===== src/rtl/itmr_pkg.sv =====
package itmr_pkg;

   // ***************************************************************
   // Widths
   // ***************************************************************
   localparam int ADDR_W = 32;
   localparam int DATA_W = 16;
   localparam int CNT_W = 32;

   // ***************************************************************
   // Register byte addresses
   // ***************************************************************
   localparam logic [ADDR_W-1:0] TIMER_STATE_ADDR = 32'h1000_2000;
   localparam logic [ADDR_W-1:0] TIMER_SETTINGS_ADDR = 32'h1000_2004;
   localparam logic [ADDR_W-1:0] PERIOD_LOW_HALF_ADDR = 32'h1000_2008;
   localparam logic [ADDR_W-1:0] PERIOD_HIGH_HALF_ADDR = 32'h1000_200C;
   localparam logic [ADDR_W-1:0] CAPTURED_COUNT_LOW_ADDR = 32'h1000_2010;
   localparam logic [ADDR_W-1:0] CAPTURED_COUNT_HIGH_ADDR = 32'h1000_2014;

   // ***************************************************************
   // Field positions
   // ***************************************************************
   localparam int TIMEOUT_FLAG_BIT = 0;
   localparam int RUNNING_BIT = 1;
   localparam int TIMEOUT_IRQ_ENABLE_BIT = 0;
   localparam int CONTINUOUS_MODE_BIT = 1;
   localparam int START_BIT = 2;
   localparam int STOP_BIT = 3;

   // ***************************************************************
   // Reset values
   // ***************************************************************
   localparam logic TIMEOUT_FLAG_RST = 1'b0;
   localparam logic IRQ_PENDING_RST = 1'b0;
   localparam logic TIMEOUT_IRQ_ENABLE_RST = 1'b0;
   localparam logic CONTINUOUS_MODE_RST = 1'b0;
   localparam logic [DATA_W-1:0] READ_IDLE_VALUE = 16'h0000;
   localparam logic [CNT_W-1:0] CAPTURE_RST = 32'h0000_0000;

   // ***************************************************************
   // Timing
   // ***************************************************************
   localparam int DEFAULT_PERIOD_US = 125000;
   localparam int COUNT_CLK_MHZ = 50;
   localparam logic [CNT_W-1:0] DEFAULT_COUNT = CNT_W'(DEFAULT_PERIOD_US * COUNT_CLK_MHZ);

endpackage


===== src/rtl/itmr_capture.sv =====
`timescale 1ns/1ps
module itmr_capture #(
   parameter int CNT_W = itmr_pkg::CNT_W,
   parameter int HALF_W = itmr_pkg::DATA_W
) (
   input wire logic sys_clk,
   input wire logic resetn,
   input wire logic captureEn,
   input wire logic [CNT_W-1:0] liveCount,
   output logic [HALF_W-1:0] capturedLow,
   output logic [HALF_W-1:0] capturedHigh
);

   logic [CNT_W-1:0] held_r;

   always_ff @(posedge sys_clk) begin
      if (!resetn) begin
         held_r <= itmr_pkg::CAPTURE_RST;
      end else if (captureEn) begin
         held_r <= liveCount;
      end
   end

   assign capturedLow = held_r[HALF_W-1:0];
   assign capturedHigh = held_r[CNT_W-1:HALF_W];

endmodule


===== src/rtl/itmr_counter.sv =====
`timescale 1ns/1ps
module itmr_counter #(
   parameter int CNT_W = itmr_pkg::CNT_W,
   parameter logic [CNT_W-1:0] RESET_COUNT = itmr_pkg::DEFAULT_COUNT
) (
   input wire logic sys_clk,
   input wire logic resetn,
   input wire logic startCmd,
   input wire logic stopCmd,
   input wire logic loadEn,
   input wire logic [CNT_W-1:0] loadValue,
   input wire logic [CNT_W-1:0] period,
   input wire logic contMode,
   output logic [CNT_W-1:0] count,
   output logic running,
   output logic zeroHit
);

   typedef enum logic {IDLE, COUNTING} itmr_run_t;

   itmr_run_t state_r;
   itmr_run_t state_nxt;
   logic [CNT_W-1:0] count_r;
   logic [CNT_W-1:0] count_nxt;

   always_ff @(posedge sys_clk) begin
      if (!resetn) begin
         state_r <= IDLE;
         count_r <= RESET_COUNT;
      end else begin
         state_r <= state_nxt;
         count_r <= count_nxt;
      end
   end

   always_comb begin
      state_nxt = state_r;
      count_nxt = count_r;
      zeroHit = 1'b0;
      case (state_r)
         IDLE: begin
            if (startCmd && !stopCmd) begin
               state_nxt = COUNTING;
            end
         end
         COUNTING: begin
            if (stopCmd) begin
               state_nxt = IDLE;
            end else if (count_r == '0) begin
               zeroHit = 1'b1;
               count_nxt = period;
               if (!contMode) begin
                  state_nxt = IDLE;
               end
            end else begin
               count_nxt = count_r - 1'b1;
            end
         end
         default: begin
            state_nxt = IDLE;
         end
      endcase
      // New period takes effect at once
      if (loadEn) begin
         count_nxt = loadValue;
      end
   end

   assign count = count_r;
   assign running = (state_r == COUNTING);

endmodule


===== src/rtl/itmr_top.sv =====
// Strobed register access was left to the implementer.
`timescale 1ns/1ps
module itmr_top #(
   parameter logic [itmr_pkg::CNT_W-1:0] RESET_COUNT = itmr_pkg::DEFAULT_COUNT
) (
   input wire logic sys_clk,
   input wire logic resetn,
   input wire logic [itmr_pkg::ADDR_W-1:0] busAddr,
   input wire logic [itmr_pkg::DATA_W-1:0] busWrData,
   input wire logic busWrStb,
   input wire logic busRdStb,
   output logic [itmr_pkg::DATA_W-1:0] busRdData,
   output logic timerIrq
);

   localparam int DW = itmr_pkg::DATA_W;
   localparam int CW = itmr_pkg::CNT_W;

   // ***************************************************************
   // Address decode
   // ***************************************************************
   wire logic hitState;
   wire logic hitSettings;
   wire logic hitPeriodLow;
   wire logic hitPeriodHigh;
   wire logic hitCaptLow;
   wire logic hitCaptHigh;
   wire logic wrState;
   wire logic wrSettings;
   wire logic wrPeriodLow;
   wire logic wrPeriodHigh;
   wire logic wrCaptLow;

   assign hitState = (busAddr == itmr_pkg::TIMER_STATE_ADDR);
   assign hitSettings = (busAddr == itmr_pkg::TIMER_SETTINGS_ADDR);
   assign hitPeriodLow = (busAddr == itmr_pkg::PERIOD_LOW_HALF_ADDR);
   assign hitPeriodHigh = (busAddr == itmr_pkg::PERIOD_HIGH_HALF_ADDR);
   assign hitCaptLow = (busAddr == itmr_pkg::CAPTURED_COUNT_LOW_ADDR);
   assign hitCaptHigh = (busAddr == itmr_pkg::CAPTURED_COUNT_HIGH_ADDR);

   assign wrState = busWrStb & hitState;
   assign wrSettings = busWrStb & hitSettings;
   assign wrPeriodLow = busWrStb & hitPeriodLow;
   assign wrPeriodHigh = busWrStb & hitPeriodHigh;
   assign wrCaptLow = busWrStb & hitCaptLow;

   // ***************************************************************
   // Control settings
   // ***************************************************************
   logic irqEnable_r;
   logic contMode_r;
   logic [CW-1:0] period_r;
   wire logic [CW-1:0] period_nxt;
   wire logic startCmd;
   wire logic stopCmd;
   wire logic periodLoad;

   assign startCmd = wrSettings & busWrData[itmr_pkg::START_BIT];
   assign stopCmd = wrSettings & busWrData[itmr_pkg::STOP_BIT];

   assign period_nxt = wrPeriodLow ? {period_r[CW-1:DW], busWrData} :
                       wrPeriodHigh ? {busWrData, period_r[DW-1:0]} :
                       period_r;
   assign periodLoad = wrPeriodLow | wrPeriodHigh;

   always_ff @(posedge sys_clk) begin
      if (!resetn) begin
         irqEnable_r <= itmr_pkg::TIMEOUT_IRQ_ENABLE_RST;
         contMode_r <= itmr_pkg::CONTINUOUS_MODE_RST;
      end else if (wrSettings) begin
         irqEnable_r <= busWrData[itmr_pkg::TIMEOUT_IRQ_ENABLE_BIT];
         contMode_r <= busWrData[itmr_pkg::CONTINUOUS_MODE_BIT];
      end
   end

   always_ff @(posedge sys_clk) begin
      if (!resetn) begin
         period_r <= RESET_COUNT;
      end else begin
         period_r <= period_nxt;
      end
   end

   // ***************************************************************
   // Counter and snapshot
   // ***************************************************************
   logic [CW-1:0] liveCount;
   logic running;
   logic zeroHit;
   logic [DW-1:0] capturedLow;
   logic [DW-1:0] capturedHigh;

   itmr_counter #(
      .CNT_W(CW),
      .RESET_COUNT(RESET_COUNT)
   ) uCounter (
      .sys_clk(sys_clk),
      .resetn(resetn),
      .startCmd(startCmd),
      .stopCmd(stopCmd),
      .loadEn(periodLoad),
      .loadValue(period_nxt),
      .period(period_r),
      .contMode(contMode_r),
      .count(liveCount),
      .running(running),
      .zeroHit(zeroHit)
   );

   itmr_capture #(
      .CNT_W(CW),
      .HALF_W(DW)
   ) uCapture (
      .sys_clk(sys_clk),
      .resetn(resetn),
      .captureEn(wrCaptLow),
      .liveCount(liveCount),
      .capturedLow(capturedLow),
      .capturedHigh(capturedHigh)
   );

   // ***************************************************************
   // Timeout flag and interrupt request
   // ***************************************************************
   logic timeoutFlag_r;
   logic irqPending_r;
   wire logic timeoutClear;
   wire logic timeoutFlag_nxt;
   wire logic irqPending_nxt;

   assign timeoutClear = wrState & ~busWrData[itmr_pkg::TIMEOUT_FLAG_BIT];
   assign timeoutFlag_nxt = zeroHit | (timeoutFlag_r & ~timeoutClear);
   assign irqPending_nxt = (zeroHit & irqEnable_r) | (irqPending_r & ~wrState);

   always_ff @(posedge sys_clk) begin
      if (!resetn) begin
         timeoutFlag_r <= itmr_pkg::TIMEOUT_FLAG_RST;
         irqPending_r <= itmr_pkg::IRQ_PENDING_RST;
      end else begin
         timeoutFlag_r <= timeoutFlag_nxt;
         irqPending_r <= irqPending_nxt;
      end
   end

   assign timerIrq = irqPending_r;

   // ***************************************************************
   // Read path
   // ***************************************************************
   logic [DW-1:0] rdData_r;
   wire logic [DW-1:0] stateValue;
   wire logic [DW-1:0] settingsValue;
   wire logic [DW-1:0] readValue;
   wire logic [DW-1:0] rdData_nxt;

   assign stateValue = {{(DW-2){1'b0}}, running, timeoutFlag_r};
   // Start and stop are commands and read back as zero
   assign settingsValue = {{(DW-2){1'b0}}, contMode_r, irqEnable_r};

   assign readValue = hitState ? stateValue :
                      hitSettings ? settingsValue :
                      hitPeriodLow ? period_r[DW-1:0] :
                      hitPeriodHigh ? period_r[CW-1:DW] :
                      hitCaptLow ? capturedLow :
                      hitCaptHigh ? capturedHigh :
                      itmr_pkg::READ_IDLE_VALUE;
   assign rdData_nxt = busRdStb ? readValue : itmr_pkg::READ_IDLE_VALUE;

   always_ff @(posedge sys_clk) begin
      if (!resetn) begin
         rdData_r <= itmr_pkg::READ_IDLE_VALUE;
      end else begin
         rdData_r <= rdData_nxt;
      end
   end

   assign busRdData = rdData_r;

endmodule


===== config.mk =====
export PLATFORM = sky130hd
export DESIGN_NAME = itmr_top
export DESIGN_NICKNAME = d
export VERILOG_FILES = /design/src/rtl/itmr_pkg.sv /design/src/rtl/itmr_capture.sv /design/src/rtl/itmr_counter.sv /design/src/rtl/itmr_top.sv
export SDC_FILE = /design/constraint.sdc
export NUM_CORES = 1
export LEC_CHECK = 0
export ABC_CLOCK_PERIOD_IN_PS = 4200
export BUFFER_PORTS_ARGS = -buffer_cell sky130_fd_sc_hd__buf_2
export CORE_MARGIN = 8
export CORE_UTILIZATION = 55
export DETAILED_ROUTE_END_ITERATION = 7
export GPL_ROUTABILITY_DRIVEN = 0
export HOLD_SLACK_MARGIN = 0.15
export MAX_ROUTING_LAYER = met4
export PLACE_DENSITY = 0.75
export SLEW_MARGIN = 30
export SYNTH_ARGS = -nofsm -noshare
export SYNTH_HDL_FRONTEND = slang
export SYNTH_HIERARCHICAL = 1
export SYNTH_SLANG_ARGS = --single-unit

===== constraint.sdc =====
create_clock -name sys_clk -period 4.2 [get_ports sys_clk]
set_clock_uncertainty 0.1 [all_clocks]
set_input_delay 0 -clock sys_clk [delete_from_list [all_inputs] [get_ports sys_clk]]
set_output_delay 0 -clock sys_clk [all_outputs]
set_load 0.02 [all_outputs]

==> results of run 1 <==
[worst register-to-register path, cell delays in order (launching register included)]
cell	delay, ps
dfxtp_1	410
nor4_2	610
nand4_1	810
o41a_1	650
nor3_1	270
o22ai_1	130
[cell type report]
cell class,count,share of cell area
clock buffers,17,0.0550
clock inverters,15,0.0233
inverters,16,0.00776
multi-input cells,542,0.495
flip-flops and latches,117,0.303
well taps,147,0.0238
repair buffers,108,0.0922
[cell usage after synthesis, types with 15 or more instances]
master and n:
a221oi_1 18, clkbuf_1 37, dfxtp_1 117, mux2_2 27, mux2i_1 64, nand2_1 84
nand4_1 20, nor2_1 18, nor2b_1 34, nor3_1 25, nor4_1 15, o21ai_0 56
[sequential cells by signal (all words and copies together) (netlist names)]
register and flops:
busRdData 16, contMode_r 1, uCapture/held_r 32, timeoutFlag_r 1, timerIrq 1, uCounter/running 1
irqEnable_r 1, period_r 32, uCounter/count 32
[cell families (layout without fill, tap and decap cells)]
kind of cell	after synthesis	in the layout
DFF	117	117
muxes	102	102
buffers and inverters	71	156
adders and majority gates	2	2
AOI/OAI and AO/OA	158	158
xor gates and xnor gates	14	14
and+or+nand+nor	266	266
[through the flow]
step                      instance area (µm²)   util  worst slack (ps)
after floorplan                          6540      -              1140
after global placement                   6820  0.577               813
after detailed placement                 6820  0.578               697
after CTS                                7720  0.653              53.3
after global routing                     7740  0.655               109
final                                    7740  0.655               282
[where the power goes]
| part | internal, mW | leakage (nW) | switching, mW |
|---|---|---|---|
| clock | 0.934 | 0.290 | 0.545 |
| sequential | 1.11 | 0.943 | 0.00228 |
| combinational | 0.0538 | 1.59 | 0.0712 |
[placed cells by master (no fill, tap or decap), types with 11 or more instances in the layout]
cell type      count
a221oi_1          18
a22oi_1           12
buf_2             68
buf_4             11
clkbuf_16         17
dfxtp_1          117
dlygate4sd3_1     29
inv_1             14
mux2_2            27
mux2i_1           64
nand2_1           83
nand3_1           12
nand4_1           20
nor2_1            17
nor2b_1           34
nor3_1            25
nor4_1            15
o21ai_0           56
[how the worst min path moves through the flow]
stage / startpoint / end / slack [ps] / depth (start not counted)
global placement: busWrData[14] / period_r[30] / 170 / 3
finish: busAddr[8] / period_r[16] / 160 / 5
global route: busAddr[11] / period_r[19] / 190 / 6
floorplan: resetn / uCapture/held_r[29] / 30 / 1
detailed placement: busWrData[10] / period_r[26] / 180 / 3
CTS: busAddr[17] / period_r[16] / 150 / 6
[timing repair]
item                                   CTS  global route
endpoints found under the hold margin  114             0
resized for setup                        0             1
setup buffers                            0             2
hold buffers                            29             0
setup endpoints to repair                0            12
[per-layer routing]
| metal | wire length (µm) | up-vias |
|---|---|---|
| li1 | - | 2880 |
| met1 | 8570 | 3066 |
| met2 | 9460 | 503 |
| met3 | 2780 | 70 |
| met4 | 593 | 0 |
| met5 | 0 | - |
==> run_results.csv, run 1 <==
group,metric,value,unit
global_routing,gr-usage-all-layers,0.275,
synthesis,ys_ff_latch,117,
synthesis,yosys_warnings,6,
clocking,insertion_delay,420,ps
worst_setup_path,cp-endpoint,"uCounter/count[25]",
timing,fmaxAchievable,255,MHz
run_status,status,"finished, final reports clean",
global_routing,use_met2,0.416,
worst_setup_path,r2r-end,"uCounter/count[29]",
worst_setup_path,cp_slowest_cell,"or4_4",
synthesis,syn-num-nets,784,
floorplan,io_pins,69,
worst_setup_path,critical_path.max_stage_delay,630,ps
placement,dp_hpwl,14600,µm
global_routing,grt_use_met3,0.0824,
power_and_ir_drop,power.total,2.72,mW
routing,drc,0,
power_and_ir_drop,vdd_drop_max,180,µV
routing,wl_per_cell,22.2,µm
clocking,cts_tree,"done",
worst_setup_path,startpoint,"busAddr[10]",
placement,dp_cells,899,
timing,worst_pin_slew,983,ps
worst_setup_path,path_depth,12,
synthesis,synth_top_family_by_area,"simple AND/OR/NAND/NOR gates",
global_routing,grt_max_degree,46,
floorplan,die_area,15600,µm²
synthesis,synthesis.area,6540,µm²
synthesis,synth_area_leader_cell,"dfxtp_1",
timing,relSlewSlack,0.339,
synthesis,synthArstFlopShare,0,
global_routing,grt_pass1_vias,6357,
worst_setup_path,worstPathArrival,4110,ps
worst_setup_path,crit_chain,"dlygate4sd3_1 -> buf_2 -> or4_4 -> dlygate4sd3_1 -> or4_4 -> nor2_4 -> and3_1 -> clkinv_1 -> nand2_2 -> nor2_1 -> o21ai_0 -> o22ai_1",
routing,num_vias,6519,
synthesis,ys_seq_area_frac,0.358,
worst_setup_path,critPathTopFamily,"simple AND/OR/NAND/NOR gates",
worst_setup_path,crit_required,4390,ps
synthesis,synth_cell_types,67,
routing,totalWireLength,21400,µm
worst_setup_path,ff2ff_path_depth,5,
synthesis,synth-compound-area-share,0.165,
worst_setup_path,critPathLaunchType,"input pin",
worst_hold_path,hp-class,"in2reg",
worst_setup_path,path_max_fanout,10,
synthesis,synth_cells,730,
global_routing,antenna_found_initial,0,
floorplan,placeableCoreArea,11800,µm²
finish,drive_gt1_frac,0.195,
clocking,cts_sinks,117,
synthesis,yosys-top-cells-area,"dfxtp_1, mux2i_1, nand2_1, mux2_2, o21ai_0",
floorplan,initial_utilization,0.554,
routing,via_per_inst,6.78,
global_routing,globalRouteMet1Util,0.341,
global_routing,top_usage_layer,"met2",
worst_setup_path,rrSetupSlack,1090,ps
timing,period_needed,3920,ps
timing,final_max_slew_viol_count,0,
synthesis,synth_edf_count,0,
worst_setup_path,criticalPathCategory,"in2reg",
timing,fin_hold_ws,164,ps
synthesis,syn_area_per_cell,8.96,µm²
floorplan,std_cell_rows,40,
global_routing,grt_pass1_wl,33900,µm
power_and_ir_drop,leakagePower,2.82,nW
timing,setup_viol,0,
clocking,cts_buffers,17,
finish,num_antenna_cells,0,
timing,rsz0062_at_grt,"no",
synthesis,synth_xor_area_frac,0.0187,
finish,n_fill_cell,931,
timing,fin_crit_sh,0.933,
finish,nets,856,
finish,multiInputGateArea,3830,µm²
synthesis,synth_top_area_frac,0.358,
worst_setup_path,rr_startpoint,"uCounter/count[9]",
routing,drt_iter0_drc,1136,
timing,hold_viol_final,0,
floorplan,die_h,125,µm
synthesis,yosys.area_share.adder,0.00383,
clocking,cts.clk_slew.worst_paths,60,ps
finish,synthToLayoutAreaGrowth,18.3,%
worst_setup_path,worstPathBufferInverterCount,4,
clocking,htreeDepth,4,
clocking,cts_root_buf,"clkbuf_16",
synthesis,muxShareOfSynthArea,0.167,
floorplan,die_x,125,µm
placement,io_buffers,68,
routing,ant_nets,0,
finish,seqCellArea,2340,µm²
synthesis,yosys.area_share.simple,0.230,
finish,fin_cells,962,
flow_run,drv_cap,0,
routing,first_pass_iters,7,
power_and_ir_drop,p_per_area,351,nW/µm²
worst_setup_path,endpoint_kind,"register",
clocking,clock_path_buffers,2,
synthesis,ys.flop_type,"dfxtp_1",
global_routing,grt_overflow,0,
timing,fin_setup_tns,0,ps
No activity file was read; power rests on OpenSTA's default activity.
==> run 2, diff against run 1 <==
--- a/config.mk
+++ b/config.mk
@@ -13,9 +13,8 @@
 export GPL_ROUTABILITY_DRIVEN = 0
 export HOLD_SLACK_MARGIN = 0.15
 export MAX_ROUTING_LAYER = met4
-export PLACE_DENSITY = 0.75
+export PLACE_DENSITY = 0.76
 export SLEW_MARGIN = 30
 export SYNTH_ARGS = -nofsm -noshare
 export SYNTH_HDL_FRONTEND = slang
-export SYNTH_HIERARCHICAL = 1
 export SYNTH_SLANG_ARGS = --single-unit
==> run 2 against run 1 <==
  * Utilization grew 2.7 points
  * Area after synthesis is 8.4% lower
  * Highest routed layer unchanged
  * Fmax up 4.1%
  * Worst hold slack better by 18 ps
  * Setup slack gained 150 ps
  * Die area is 7.3% lower
  * Via count shrank 6.5%
  * Routed wire length is 8.0% lower
  * Count of clock-buffer cells in the layout rose by 6
  * Total power is 1.3% higher
  * Critical endpoint is now period_r[22]
  * Synthesized cell count decreased by 3.4%
==> run_results.csv, run 2 <==
group,metric,value,unit
worst_hold_path,whs_path_depth,4,
power_and_ir_drop,p_per_area,375,nW/µm²
synthesis,synth_xor_area_frac,0.0161,
synthesis,synthArstFlopShare,0,
worst_setup_path,criticalPathCategory,"in2reg",
synthesis,yosysMostFrequentCell,"dfxtp_1",
worst_hold_path,holdPathEnd,"period_r[30]",
synthesis,synth_cells,705,
clocking,post_cts_buffers,0,
floorplan,die_x,120,µm
synthesis,yosys_warnings,0,
timing,final_max_slew_viol_count,0,
finish,final_common_cell,"dfxtp_1",
routing,ant_nets,0,
synthesis,ys.flop_type,"dfxtp_1",
worst_hold_path,worstHoldStart,"busWrData[14]",
synthesis,synth_area_leader_cell,"dfxtp_1",
finish,layout_common_cells,"dfxtp_1, nand2_1, nor2_1, buf_2, mux2i_1",
finish,multiInputGateArea,3410,µm²
routing,wl_met3,1990,µm
timing,hold_viol_final,0,
floorplan,die_h,120,µm
synthesis,synth_cell_types,70,
clocking,insertion_delay,530,ps
timing,period_needed,3770,ps
routing,num_vias,6094,
clocking,cts_sinks,117,
worst_hold_path,hp-class,"in2reg",
floorplan,std_cell_rows,38,
synthesis,synthesis.area,5990,µm²
placement,io_buffers,68,
global_routing,antenna_found_initial,0,
worst_setup_path,crit_required,4570,ps
synthesis,synth_common_cells,"dfxtp_1, nand2_1, nor2_1",
clocking,htreeDepth,4,
worst_setup_path,ff2ff_path_depth,6,
timing,relSlewSlack,0.351,
worst_setup_path,critPathLaunchType,"input pin",
global_routing,grt_max_degree,34,
finish,design_area,7330,µm²
routing,via_per_inst,6.49,
routing,wl_met1,7590,µm
synthesis,synth_top_family_by_area,"simple AND/OR/NAND/NOR gates",
routing,wl_per_cell,21.0,µm
synthesis,yosys.area_share.adder,0.00417,
run_status,status,"finished, final reports clean",
clocking,clock_path_buffers,2,
flow_run,drv_cap,0,
floorplan,initial_utilization,0.558,
global_routing,gr-usage-all-layers,0.278,
timing,fin_crit_sh,0.897,
synthesis,syn_area_per_cell,8.50,µm²
timing,fin_setup_tns,0,ps
clocking,cts_buffers,17,
global_routing,grt_pass1_vias,6082,
timing,setup_viol,0,
clocking,cts_root_buf,"clkbuf_8",
power_and_ir_drop,leakagePower,3.03,nW
routing,drc,0,
timing,fmaxAchievable,266,MHz
routing,met2_length,9430,µm
worst_setup_path,rrSetupSlack,710,ps
synthesis,synth-compound-area-share,0.177,
power_and_ir_drop,vdd_drop_max,278,µV
floorplan,die_area,14500,µm²
global_routing,grt_overflow,0,
finish,n_fill_cell,875,
synthesis,synth_edf_count,0,
synthesis,yosys-top-cells-area,"dfxtp_1, mux2i_1, nand2_1, nor2_1, a21oi_1",
synthesis,yosys.area_share.simple,0.239,
placement,dp_hpwl,12100,µm
synthesis,muxShareOfSynthArea,0.131,
worst_setup_path,endpoint_kind,"register",
clocking,cts.clk_slew.worst_paths,60,ps
synthesis,synth_top_area_frac,0.391,
finish,nets,840,
worst_setup_path,worstPathArrival,4140,ps
synthesis,ys_seq_area_frac,0.391,
routing,first_pass_iters,7,
synthesis,syn-num-nets,759,
floorplan,placeableCoreArea,10700,µm²
routing,top_layer,"met4",
clocking,cts_tree,"done",
global_routing,grt_pass1_wl,31300,µm
routing,totalWireLength,19700,µm
synthesis,ys_ff_latch,117,
placement,place_area,6370,µm²
finish,num_antenna_cells,0,
finish,fin_util,0.682,
worst_setup_path,r2r-end,"uCounter.running",
worst_setup_path,path_max_fanout,5,
finish,synthToLayoutAreaGrowth,22.3,%
timing,worst_pin_slew,974,ps
finish,drive_gt1_frac,0.188,
routing,drt_iter0_drc,820,
finish,seqCellArea,2340,µm²
floorplan,io_pins,69,
timing,rsz0062_at_grt,"no",
worst_setup_path,rr_startpoint,"uCounter.count[20]",
[run 2: changes by cell type after synthesis, moves of 9 or more]
cell	before	now
nand2_1	84	96
a22oi_1	12	1
o21ai_0	56	26
nand4_1	20	8
nor2_1	18	78
nor2b_1	34	0
buf_2	5	14
a21oi_1	9	54
a221oi_1	18	2
a222oi_1	0	17
mux2_1	9	0
[run 2: stage by stage]
step                      setup slack [ps]  power, mW  std cells  hold slack [ps]
final                                  434       2.75        939              182
after floorplan                       1710       1.18        705             24.2
after detailed placement               952       1.23        873              161
after global routing                   340       2.82        939              207
after CTS                              520       2.75        939              170
after global placement                1050       1.23        873              149
[run 2: power breakdown]
group	internal [mW]	switching, mW
registers	1.11	0.000000000396
logic	0.0509	0.0664
clock network	1.02	0.502
[run 2: area by class of cell]
type,count,share of cell area
clock buffers,23,0.0650
multi-input cells,531,0.465
flip-flops and latches,117,0.319
repair buffers,112,0.103
clock inverters,9,0.0201
well taps,140,0.0239
inverters,7,0.00358
[run 2: worst max-delay path: stages]
cell and delay, ps:
dlygate4sd3_1 550, buf_2 130, nor2_1 150, dlygate4sd3_1 570, nand2_1 90, dlygate4sd3_1 630, nor4_4 440, dlygate4sd3_1 780
a31oi_1 140, dlygate4sd3_1 600, nand2_1 60
[run 2: how the worst max path moves through the flow]
stage	from	endpoint	slack, ps	cells after the start
2_1_floorplan	uCounter.count[12]	uCounter.count[4]	1710	8
3_3_place_gp	uCounter.count[20]	uCounter.count[12]	1050	6
3_5_place_dp	uCounter.count[20]	uCounter.count[12]	950	6
4_1_cts	busAddr[25]	period_r[22]	520	11
5_1_grt	busAddr[25]	period_r[22]	340	11
6_report	busAddr[25]	period_r[22]	430	11
[run 2: metal layers]
metal,track usage,vias to the layer above
met3,0.0723,68
met1,0.318,2875
li1,-,2763
met4,0.137,0
met2,0.445,388
met5,-,-
[run 2: cell families after synthesis]
family                   count (synthesis)
flip-flops                             117
XOR/XNOR                                11
multiplexers                            76
AND/OR/NAND/NOR                        288
buffers and inverters                   57
adder cells (fa/ha/maj)                  2
AO/OA/AOI/OAI                          154
[run 2: repair_timing]
item | in CTS | in global routing
resized for setup | 0 | 0
hold endpoints to repair | 71 | 0
hold buffers | 34 | 0
==> run 3, diff against run 2 <==
--- a/config.mk
+++ b/config.mk
@@ -13,7 +13,7 @@
 export GPL_ROUTABILITY_DRIVEN = 0
 export HOLD_SLACK_MARGIN = 0.15
 export MAX_ROUTING_LAYER = met4
-export PLACE_DENSITY = 0.76
+export PLACE_DENSITY_LB_ADDON = 0.25
 export SLEW_MARGIN = 30
 export SYNTH_ARGS = -nofsm -noshare
 export SYNTH_HDL_FRONTEND = slang
==> run 3 against run 2 <==
  * Combinational power about the same
  * Count of clock-buffer cells in the layout is 5 higher
  * Clock power fell by 14%
  * Non-clock buffer count rose by 5
  * Worst hold slack worse by 11 ps
  * Sequential share of layout area is 0.20 points higher
  * First-iteration DRC count decreased by 24%
  * Via count decreased by 1.5%
  * Cell count rose by 0.43%
==> run_results.csv, run 3 (same netlist as run 2, synthesis figures left out) <==
group,metric,value,unit
finish,num_antenna_cells,0,
global_routing,grt_max_degree,37,
routing,wl_per_cell,20.4,µm
finish,synthToLayoutAreaGrowth,21.5,%
worst_setup_path,critPathLaunchType,"input pin",
finish,nets,845,
clocking,clock_path_buffers,2,
routing,wl_met1,7850,µm
routing,via_per_inst,6.36,
global_routing,antenna_found_initial,0,
clocking,cts_buffers,17,
clocking,cts.clk_slew.worst_paths,50,ps
timing,rsz0062_at_grt,"no",
clocking,cts_sinks,117,
placement,place_area,6400,µm²
routing,drt_iter0_drc,626,
clocking,htreeDepth,4,
timing,fin_crit_sh,0.799,
run_status,status,"finished, final reports clean",
floorplan,die_area,14500,µm²
floorplan,initial_utilization,0.558,
timing,final_max_slew_viol_count,0,
floorplan,std_cell_rows,38,
clocking,post_cts_buffers,0,
timing,fin_hold_ws,171,ps
timing,relSlewSlack,0.380,
routing,drc,0,
worst_setup_path,path_max_fanout,5,
power_and_ir_drop,vdd_drop_max,374,µV
routing,wl_met3,1760,µm
routing,ant_nets,0,
finish,fin_cells,943,
floorplan,die_h,120,µm
routing,num_vias,6002,
worst_setup_path,endpoint_kind,"register",
routing,first_pass_iters,6,
floorplan,io_pins,69,
finish,design_area,7290,µm²
routing,top_layer,"met4",
clocking,insertion_delay,530,ps
global_routing,grt_pass1_vias,6020,
routing,met2_length,9030,µm
flow_run,drv_cap,0,
worst_setup_path,worstPathArrival,3670,ps
clocking,cts_root_buf,"clkbuf_8",
global_routing,grt_pass1_wl,31300,µm
routing,totalWireLength,19200,µm
global_routing,grt_overflow,0,
floorplan,die_x,120,µm
placement,dp_cells,878,
worst_hold_path,hp-class,"in2reg",
timing,setup_viol,0,
timing,worst_pin_slew,927,ps
timing,fin_setup_tns,0,ps
worst_setup_path,criticalPathCategory,"in2reg",
power_and_ir_drop,leakagePower,3.02,nW
finish,layout_common_cells,"dfxtp_1, nand2_1, nor2_1, buf_2, mux2i_1",
finish,n_fill_cell,907,
timing,fmaxAchievable,298,MHz
floorplan,placeableCoreArea,10700,µm²
finish,final_common_cell,"dfxtp_1",
timing,hold_viol_final,0,
timing,period_needed,3360,ps
placement,io_buffers,68,
clocking,cts_tree,"done",
global_routing,gr-usage-all-layers,0.278,
worst_setup_path,crit_required,4510,ps
power_and_ir_drop,p_per_area,347,nW/µm²
finish,drive_gt1_frac,0.189,
placement,dp_hpwl,12400,µm
[run 3: stage by stage]
step / util / power, mW / worst slack, ps
4_1_cts: 0.678 / 2.54 / 920
5_1_grt: 0.678 / 2.60 / 749
6_report: 0.678 / 2.53 / 843
2_1_floorplan: - / 1.18 / 1710
3_5_place_dp: 0.596 / 1.23 / 1070
3_3_place_gp: 0.596 / 1.23 / 1180
[run 3: area by class of cell]
type	count	area, µm²	share of cell area
Tap cell	140	175	0.0240
Multi-Input combinational cell	531	3410	0.468
Sequential cell	117	2340	0.321
Timing Repair Buffer	117	793	0.109
Clock inverter	3	15.0	0.00206
Inverter	7	26.3	0.00361
Clock buffer	28	526	0.0721
[run 3: worst max-delay path, cell delays in order]
cell and delay [ps]:
dlygate4sd3_1 540, buf_2 120, nor2_1 160, dlygate4sd3_1 580, nand2_1 80, dlygate4sd3_1 630
nor4_4 370, dlygate4sd3_1 740, a31oi_1 150, a21boi_0 190, o311ai_0 110
[run 3: per-layer routing]
layer,global-route usage,up-vias
li1,-,2761
met1,0.331,2866
met2,0.437,317
met3,0.0643,58
met4,0.131,0
met5,-,-
[run 3: repair_timing]
action / in CTS / in global routing
resized for setup: 0 / 0
hold buffers: 34 / 0
hold endpoints to repair: 80 / 0
[run 3: worst paths after layout]
path	startpoint	endpoint	slack, ps	cells past startpoint
worst max register to register	uCounter.count[20]	uCounter.count[28]	1000	6
worst max-delay path	busAddr[24]	uCounter.count[22]	840	11
worst min-delay path	busWrData[11]	period_r[11]	170	4
worst min register to register	period_r[19]	period_r[19]	360	2
[run 3: report_power, final]
group / switching (mW) / internal, mW
sequential: 0.000000000389 / 1.11
clock: 0.478 / 0.828
combinational: 0.0641 / 0.0502
total: 0.542 / 1.99
